File: src/include/scl_pkg.sv
/*
 * Constants, types and decode functions of the strap configuration loader.
 * Assumes strap resistances arrive as measured values in ohms.
 */
package scl_pkg;
	localparam int RES_W = 17;
	localparam int N_STRAP = 3;
	localparam int CH_LOW = 0;
	localparam int CH_HIGH = 1;
	localparam int CH_SET = 2;
	localparam int CLK_PERIOD_NS = 8;
	localparam int SAMPLE_PERIOD_NS = 1000;
	localparam int SAMPLE_DIV = (SAMPLE_PERIOD_NS + CLK_PERIOD_NS - 1) / CLK_PERIOD_NS;
	localparam int DIV_W = 7;
	localparam logic [DIV_W-1:0] DIV_LAST = DIV_W'(SAMPLE_DIV - 1);
	localparam int FILT_SHIFT = 3;
	localparam logic [FILT_SHIFT-1:0] FILT_LAST = 3'h7;
	localparam int SUM_W = RES_W + FILT_SHIFT;
	localparam logic [RES_W-1:0] SHORT_MAX_OHM = 17'h0000a;
	localparam logic [RES_W-1:0] OPEN_MIN_OHM = 17'h15f90;
	localparam int VOUT_W = 13;
	localparam int VSET_MUL = 4;
	localparam int VSET_DIV = 75;
	localparam logic [VOUT_W-1:0] DEF_VOUT_MV = 13'h0258;
	localparam logic [6:0] DEF_ADDR = 7'h10;
	localparam logic [6:0] ADDR_BASE = 7'h10;
	localparam logic [3:0] IDX_SHORT = 4'h0;
	localparam logic [3:0] IDX_OPEN = 4'hf;
	localparam logic [3:0] HI_IDX_MAX = 4'h6;
	// Boundaries between the sixteen standard strap values
	localparam logic [RES_W-1:0] IDX_BOUND [15] = '{
		17'h00d48, 17'h01d4c, 17'h0238c, 17'h02af8, 17'h034bc,
		17'h04074, 17'h04e20, 17'h05fb4, 17'h07530, 17'h08ca0,
		17'h0a7f8, 17'h0c92c, 17'h0f230, 17'h124f8, 17'h16378};

	typedef enum logic [1:0] {
		ST_IDLE = 2'b00,
		ST_SAMPLE = 2'b01,
		ST_LATCH = 2'b10,
		ST_RUN = 2'b11
	} scl_state_t;

	typedef enum logic [1:0] {
		CTRL_ALWAYS_ON = 2'b00,
		CTRL_ACT_HIGH = 2'b01,
		CTRL_ACT_LOW = 2'b10
	} scl_ctrl_t;

	localparam scl_ctrl_t DEF_CTRL = CTRL_ACT_HIGH;

	function automatic logic [3:0] scl_strap_index(input logic [RES_W-1:0] r);
		logic [3:0] idx;
		idx = IDX_SHORT;
		for (int i = 0; i < 15; i++)
		begin
			if (r >= IDX_BOUND[i])
				idx = 4'(i + 1);
		end
		return idx;
	endfunction

	function automatic logic [6:0] scl_addr_decode(input logic [3:0] lo, input logic [3:0] hi);
		logic [6:0] a;
		if (hi <= HI_IDX_MAX)
			a = ADDR_BASE + {hi[2:0], 4'h0} + {3'h0, lo};
		else if (lo == IDX_OPEN)
			a = DEF_ADDR;
		else
			a = ADDR_BASE + {3'h0, lo};
		return a;
	endfunction
endpackage

File: src/include/scl_strap_if.sv
/*
 * Carrier between the loader and its strap filter.
 * Assumes one clock shared by both ends.
 */
`timescale 1ns/1ns
interface scl_strap_if;
	import scl_pkg::*;
	logic start;
	logic sample_en;
	logic [RES_W-1:0] raw [N_STRAP];
	logic [RES_W-1:0] avg [N_STRAP];
	logic done;

	modport filt (input start, input sample_en, input raw, output avg, output done);
	modport ctrl (output start, output sample_en, output raw, input avg, input done);
endinterface

File: src/verilog/scl_loader.sv
/*
 * Strap configuration loader: reads straps at start-up, holds settings.
 * Assumes start_up pulses once per start-up and inputs are synchronous.
 */
// Function
// Straps are sampled only during start-up, ignored afterwards.
// No strap detected keeps factory default settings.
// Strapped settings stay writable by later serial commands.
// Non-setpoint straps resolve into sixteen indexes incl. short and open.
// Strap readings are filtered before resolving.
// Set-point equals strap resistance divided by 18.75 kilohm, in volts.
// Shorted or open setpoint strap keeps 0.6 volt default.
// Setpoint strap also selects initial control pin behaviour.
// Both address straps open gives address 0x10.
// High strap shorted gives address 16 plus low index.
// High index 0..6 gives 16 times (1+high) plus low.
// Decoded address never falls in 0..15.
// Integrator gives each device a unique strapped address.
// Settings latched at end of start-up, held until restart or write.
`timescale 1ns/1ns
module scl_loader import scl_pkg::*; (
	input wire logic clk,
	input wire logic reset_n,
	input wire logic start_up,
	input wire logic [RES_W-1:0] low_address_resistor,
	input wire logic [RES_W-1:0] high_address_resistor,
	input wire logic [RES_W-1:0] setpoint_resistor,
	input wire logic wr_addr_valid,
	input wire logic [6:0] wr_addr,
	input wire logic wr_vout_valid,
	input wire logic [VOUT_W-1:0] wr_vout_mv,
	input wire logic wr_ctrl_valid,
	input wire logic [1:0] wr_ctrl_mode,
	output logic [6:0] slave_address,
	output logic [VOUT_W-1:0] vout_setpoint_mv,
	output logic [1:0] ctrl_mode,
	output logic straps_detected,
	output logic config_ready
);
	scl_strap_if sif ();

	scl_state_t st_q, st_d;
	logic [DIV_W-1:0] div_q, div_d;
	logic sample_en_q, sample_en_d;
	logic [6:0] addr_q, addr_d;
	logic [VOUT_W-1:0] vout_q, vout_d;
	scl_ctrl_t ctrl_q, ctrl_d;
	logic det_q, det_d;
	logic ready_q, ready_d;
	logic [3:0] lo_idx, hi_idx;
	logic [RES_W-1:0] vs;
	logic vs_short, vs_open;
	logic [VOUT_W-1:0] vs_mv;

	scl_strap_filter u_filter (
		.clk(clk),
		.reset_n(reset_n),
		.sif(sif.filt)
	);

	// only start-up opens a sampling window
	assign sif.start = start_up;
	assign sif.sample_en = sample_en_q;
	assign sif.raw[CH_LOW] = low_address_resistor;
	assign sif.raw[CH_HIGH] = high_address_resistor;
	assign sif.raw[CH_SET] = setpoint_resistor;

	// sixteen index codes per address strap
	assign lo_idx = scl_strap_index(sif.avg[CH_LOW]);
	assign hi_idx = scl_strap_index(sif.avg[CH_HIGH]);
	assign vs = sif.avg[CH_SET];
	// short and open limits
	assign vs_short = vs < SHORT_MAX_OHM;
	assign vs_open = vs > OPEN_MIN_OHM;
	// resistance over 18.75 kilohm, in millivolts
	assign vs_mv = VOUT_W'(({2'b00, vs} * 19'(VSET_MUL)) / 19'(VSET_DIV));

	always_comb
	begin
		div_d = div_q + 1'b1;
		sample_en_d = 1'b0;
		if (div_q == DIV_LAST)
		begin
			div_d = '0;
			sample_en_d = 1'b1;
		end
	end

	always_comb
	begin
		st_d = st_q;
		unique case (st_q)
			ST_IDLE: st_d = st_q;
			ST_SAMPLE:
			begin
				if (sif.done)
					st_d = ST_LATCH;
			end
			ST_LATCH: st_d = ST_RUN;
			ST_RUN: st_d = st_q;
		endcase
		if (start_up)
			st_d = ST_SAMPLE;
	end

	always_comb
	begin
		addr_d = addr_q;
		vout_d = vout_q;
		ctrl_d = ctrl_q;
		det_d = det_q;
		ready_d = (st_d == ST_RUN);
		if (st_q == ST_LATCH)
		begin
			// latch resolved settings once
			// undetected straps leave defaults
			det_d = (lo_idx != IDX_OPEN) || (hi_idx != IDX_OPEN) || !vs_open;
			// R10: R11: R12: address from index pair
			addr_d = scl_addr_decode(lo_idx, hi_idx);
			// R7: set-point from setpoint strap
			vout_d = (vs_short || vs_open) ? DEF_VOUT_MV : vs_mv;
			// control pin behaviour from setpoint strap
			if (vs_short)
				ctrl_d = CTRL_ALWAYS_ON;
			else if (vs_open)
				ctrl_d = DEF_CTRL;
			else
				ctrl_d = CTRL_ACT_LOW;
		end
		else if (st_q == ST_RUN && !start_up)
		begin
			// serial overwrite in normal operation
			if (wr_addr_valid)
				addr_d = wr_addr;
			if (wr_vout_valid)
				vout_d = wr_vout_mv;
			if (wr_ctrl_valid && wr_ctrl_mode != 2'b11)
				ctrl_d = scl_ctrl_t'(wr_ctrl_mode);
		end
	end

	always_ff @(posedge clk or negedge reset_n)
	begin
		if (!reset_n)
		begin
			st_q <= ST_IDLE;
			div_q <= '0;
			sample_en_q <= 1'b0;
			addr_q <= DEF_ADDR;
			vout_q <= DEF_VOUT_MV;
			ctrl_q <= DEF_CTRL;
			det_q <= 1'b0;
			ready_q <= 1'b0;
		end
		else
		begin
			st_q <= st_d;
			div_q <= div_d;
			sample_en_q <= sample_en_d;
			addr_q <= addr_d;
			vout_q <= vout_d;
			ctrl_q <= ctrl_d;
			det_q <= det_d;
			ready_q <= ready_d;
		end
	end

	assign slave_address = addr_q;
	assign vout_setpoint_mv = vout_q;
	assign ctrl_mode = ctrl_q;
	assign straps_detected = det_q;
	assign config_ready = ready_q;
endmodule

File: src/verilog/scl_strap_filter.sv
/*
 * Averages each strap reading over a fixed number of sample pulses.
 * Assumes start is a one-cycle pulse and raw readings are synchronous.
 */
`timescale 1ns/1ns
module scl_strap_filter import scl_pkg::*; (
	input wire logic clk,
	input wire logic reset_n,
	scl_strap_if.filt sif
);
	logic busy_q, busy_d;
	logic done_q, done_d;
	logic [FILT_SHIFT-1:0] cnt_q, cnt_d;

	always_comb
	begin
		busy_d = busy_q;
		cnt_d = cnt_q;
		done_d = 1'b0;
		if (sif.start)
		begin
			busy_d = 1'b1;
			cnt_d = '0;
		end
		else if (busy_q && sif.sample_en)
		begin
			cnt_d = cnt_q + 1'b1;
			if (cnt_q == FILT_LAST)
			begin
				busy_d = 1'b0;
				done_d = 1'b1;
			end
		end
	end

	always_ff @(posedge clk or negedge reset_n)
	begin
		if (!reset_n)
		begin
			busy_q <= 1'b0;
			done_q <= 1'b0;
			cnt_q <= '0;
		end
		else
		begin
			busy_q <= busy_d;
			done_q <= done_d;
			cnt_q <= cnt_d;
		end
	end

	assign sif.done = done_q;

	// averaging filter
	for (genvar g = 0; g < N_STRAP; g++)
	begin : g_ch
		logic [SUM_W-1:0] sum_q, sum_d, avg_q, avg_d;

		always_comb
		begin
			sum_d = sum_q;
			avg_d = avg_q;
			if (sif.start)
				sum_d = '0;
			else if (busy_q && sif.sample_en)
			begin
				sum_d = sum_q + {{FILT_SHIFT{1'b0}}, sif.raw[g]};
				if (cnt_q == FILT_LAST)
					avg_d = sum_d >> FILT_SHIFT;
			end
		end

		always_ff @(posedge clk or negedge reset_n)
		begin
			if (!reset_n)
			begin
				sum_q <= '0;
				avg_q <= '0;
			end
			else
			begin
				sum_q <= sum_d;
				avg_q <= avg_d;
			end
		end

		assign sif.avg[g] = avg_q[RES_W-1:0];
	end
endmodule

File: config.mk
export PLATFORM = sky130hd
export DESIGN_NAME = scl_loader
export DESIGN_NICKNAME = d
export VERILOG_FILES = /design/src/include/scl_pkg.sv /design/src/include/scl_strap_if.sv /design/src/verilog/scl_loader.sv /design/src/verilog/scl_strap_filter.sv
export SDC_FILE = /design/constraint.sdc
export NUM_CORES = 1
export LEC_CHECK = 0
export BUFFER_PORTS_ARGS = -buffer_cell sky130_fd_sc_hd__buf_2
export CAP_MARGIN = 20
export CORE_MARGIN = 2
export CORE_UTILIZATION = 56
export DETAILED_ROUTE_END_ITERATION = 16
export MAX_ROUTING_LAYER = met4
export PLACE_DENSITY = 0.89
export SYNTH_ARGS = -nofsm -noshare
export SYNTH_HDL_FRONTEND = slang
export SYNTH_SLANG_ARGS = --single-unit
File: constraint.sdc
create_clock -name clk -period 9.6 [get_ports clk]
set_input_delay 1.92 -clock clk [delete_from_list [all_inputs] [get_ports clk]]
set_output_delay 1.92 -clock clk [all_outputs]
set_load 0.02 [all_outputs]
==> results by group <==
Setup path
  – Max incr delay on CP: 0.49 ns
  – Crit end category: register
  – Reg-to-Reg Start: u_filter.g_ch[2].avg_q[10]
  – Critical path startpoint: u_filter.g_ch[2].avg_q[10]
  – R2R cell count: 45
  – CP Launch Type: register
  – Worst Path Max Fanout: 13
  – Critical Path RT: 9.91 ns
  – Crit path arrival time: 9.64 ns
  – Setup Crit Path Kind: register to register
  – CP max stage cell: dfrtp_2
  – Most used cell, CP: buf_6

Synthesis
  – Mapped Cells: 1,692
  – Mean Syn Cell Area: 7.93 µm²
  – Count of cell types in the netlist: 118
  – Seq cells post-synth: 148
  – Main combinational cell family by area after synthesis: compound AO/OA/AOI/OAI gates
  – Synthesis Warnings: 0
  – Mux share of post-synthesis cell area: 3.87%
  – Synth Flop Type: dfrtp_1
  – Post-synthesis cell area: 0.0134 mm²
  – Xor/xnor cell area share of the yosys netlist: 6.42%
  – Async set-reset flop share out of synthesis: 100%
  – Adder-Cell Fraction of Synth Area: 6.10%
  – Compound-gate portion of the synthesized area: 31.5%
  – EDFF count, synth: 0
  – Synth Net Count: 1,833
  – Sequential share of the synthesized area: 27.7%
  – Post-synthesis simple-gate area fraction: 19.5%

Global route
  – Initial antenna violation count: 0
  – Largest net degree at the start of global routing: 93
  – GR Util All Layers: 31.5%
  – Vias in the first global route: 13,364
  – Total gr overflow: 0
  – First-pass GRT wire length: 64.9 mm

Clock network
  – H-tree levels: 4
  – Clock Latency Late Sink: 0.43 ns
  – CTS sink count: 148
  – CTS Buf Count: 17
  – CTS clock-pin slew for the worst setup and hold paths: 0.07 ns
  – CTS Root Cell: clkbuf_16
  – CTS tree: yes
  – Clock Tree Buf Depth: 2
  – Hold Buf Count CTS: 0

Drt
  – Residual DRC count: 0
  – Vias: 13,992
  – WL per Instance: 18.6 µm
  – Pre-Repair DR Iteration Count: 6
  – Initial DRC Count: 1,560
  – Drt total wl: 40.7 mm
  – Post-route ant nets: 0
  – Via density: 6.39

Worst hold path
  – Hold Path Cell Cnt: 1
  – Worst hold path type: register to register
  – Hold_sp: u_filter.sif.done

Placed design
  – Number of port buffers: 102
  – Routability cong.: 0.973
  – DP HPWL: 28.3 mm
  – Placed Cells: 2,122

Layout
  – Ant. Diodes: 0
  – Layout fillers: 1,760
  – Fin cells: 2,190
  – Layout cell share with drive strength beyond 1: 23.8%
  – Commonest non-fill, non-tap cells in the layout: 179 x nor2_1, 168 x nand2_1, 146 x a21oi_1, 135 x dfrtp_1, 133 x o21ai_0
  – Commonest non-fill, non-tap cell in the layout: nor2_1
  – Final Net Count: 1,999
  – Syn-to-layout area delta: 20.7%

Floorplanning
  – Die width: 159 µm
  – Die ar.: 0.0252 mm²
  – Top Ports: 103
  – Die Y-Extent: 159 µm
  – FP Rows: 56
  – Core area: 0.0235 mm²
  – Starting density of the core: 57.2%

STA
  – FMAX: 0.107 GHz
  – Worst Clk Skew: 0.0123 ns
  – Final cycle utilization of the critical path: 97.2%
  – Final hold vios: 0
  – Max Slew Vio Count: 0
  – Setup violations, final: 0
  – Crit path time final: 9.33 ns
  – Worst slew pin tran: 0.974 ns
  – Max transition margin: 34.9%

Flow run
  – Maxcap violations: 0

Outcome
  – Status: finished clean

Power and ir drop
  – Leakage power: 7.11 nW
  – Tot Pwr: 1.42 mW
  – Peak VDD IR: 0.0987 mV
  – Pwr/cell area: 87.8 mW/mm²
-- critical path, delay by kind of cell (launching register included) --
kind	cells	cell delay, ns
fa+ha+maj	2	0.41
simple gates	11	1.83
xor+xnor	2	0.49
flops	1	0.49
mux	4	1.09
buf+inv	8	1.33
compound gates	18	3.55
-- final cells by class --
type / instances / area (µm²) / share of cell area (%)
clock inverter: 14 / 153 / 0.943
multi-input combinational: 1378 / 9600 / 59.2
clock buffer: 18 / 439 / 2.71
tap: 319 / 399 / 2.46
timing repair buffer: 245 / 1630 / 10.1
inverter: 68 / 255 / 1.58
sequential: 148 / 3720 / 23.0
-- registers in the layout (all words and copies together) (netlist names) --
| register | flops |
|---|---|
| u_filter.busy_q | 1 |
| straps_detected | 1 |
| u_filter.g_ch.sum_q | 60 |
| ctrl_mode | 2 |
| slave_address | 7 |
| vout_setpoint_mv | 13 |
| config_ready | 1 |
| u_filter.g_ch.avg_q | 49 |
| sample_en_q | 1 |
| st_q | 2 |
| u_filter.cnt_q | 3 |
| div_q | 7 |
| u_filter.sif.done | 1 |
-- metal layers --
layer | GRT usage (%) | up-vias | wire length (µm) | part of all wire [%]
met1 | 39.5 | 6603 | 16400 | 40
met3 | 4.23 | 133 | 3070 | 7.5
met2 | 51.4 | 710 | 19600 | 48
met4 | 13.3 | 0 | 1630 | 4.0
met5 | - | - | 0 | 0
li1 | - | 6546 | - | -
-- stage by stage --
| step | setup slack (ns) | setup TNS (ns) | area [µm²] | util, % | hold WS (ns) |
|---|---|---|---|---|---|
| 2_1_floorplan | 0.000229 | 0 | 13400 | - | 0.425 |
| 3_3_place_gp | 0.300 | 0 | 14800 | 62.9 | 0.436 |
| 3_5_place_dp | 0.100 | 0 | 14800 | 62.9 | 0.450 |
| 4_1_cts | 0.0172 | 0 | 15300 | 65.4 | 0.462 |
| 5_1_grt | -0.175 | -0.175 | 16200 | 69.0 | 0.480 |
| 6_report | 0.267 | 0 | 16200 | 69.0 | 0.467 |
-- synth_stat cells, types with 9 or more instances --
| master | count | area share, % |
|---|---|---|
| nand2b_1 | 9 | 0.42 |
| nand4_1 | 14 | 0.65 |
| a21oi_1 | 156 | 5.8 |
| xnor2_1 | 69 | 4.5 |
| a31oi_1 | 13 | 0.61 |
| nor2_1 | 182 | 5.1 |
| a22o_1 | 14 | 0.91 |
| o21bai_1 | 41 | 2.3 |
| o22ai_1 | 10 | 0.47 |
| nor2b_1 | 9 | 0.42 |
| clkbuf_1 | 78 | 2.2 |
| dfrtp_1 | 142 | 26 |
| buf_1 | 9 | 0.25 |
| o31ai_1 | 18 | 1.0 |
| nor3_1 | 41 | 1.5 |
| o211a_1 | 9 | 0.67 |
| inv_1 | 66 | 1.8 |
| mux2i_1 | 27 | 2.0 |
| a211oi_1 | 22 | 1.2 |
| ha_1 | 59 | 5.5 |
| a21o_1 | 21 | 1.2 |
| a22oi_1 | 13 | 0.73 |
| xor2_1 | 22 | 1.4 |
| and2_1 | 15 | 0.70 |
| o21ai_0 | 135 | 5.0 |
| nand2_1 | 172 | 4.8 |
| nand3_1 | 42 | 1.6 |
| nor4_1 | 15 | 0.70 |
| o211ai_1 | 12 | 0.67 |
-- path summary, 6_finish.rpt --
| path | slack [ns] | end |
|---|---|---|
| min reg2reg | 0.47 | st_q[0] |
| min in group asynchronous | 1.55 | u_filter.g_ch[0].sum_q[13] |
| max | 0.27 | vout_setpoint_mv[0] |
| max reg2reg | 0.27 | vout_setpoint_mv[0] |
| min | 0.47 | st_q[0] |
| max in group asynchronous | 6.68 | u_filter.g_ch[2].avg_q[1] |
-- report_power, final --
part           total [mW]  switching, mW  leakage [nW]  internal [mW]
registers           0.634        0.00383          1.96          0.630
logic              0.0937         0.0600          4.86         0.0338
clock network       0.694          0.317         0.291          0.377
total                1.42          0.381          7.11           1.04
-- what timing repair did --
| item | 4_1_cts | 5_1_grt |
|---|---|---|
| setup buffers | 0 | 33 |
| endpoints found under the setup margin | 0 | 2 |
| resized for setup | 0 | 118 |
-- cells by family after synthesis --
group	after synthesis
xor gates and xnor gates	95
DFF	148
adders and majority gates	64
and+or+nand+nor	561
buffers and inverters	167
muxes	45
AOI/OAI and AO/OA	612
No activity file was read; power rests on OpenSTA's default activity.
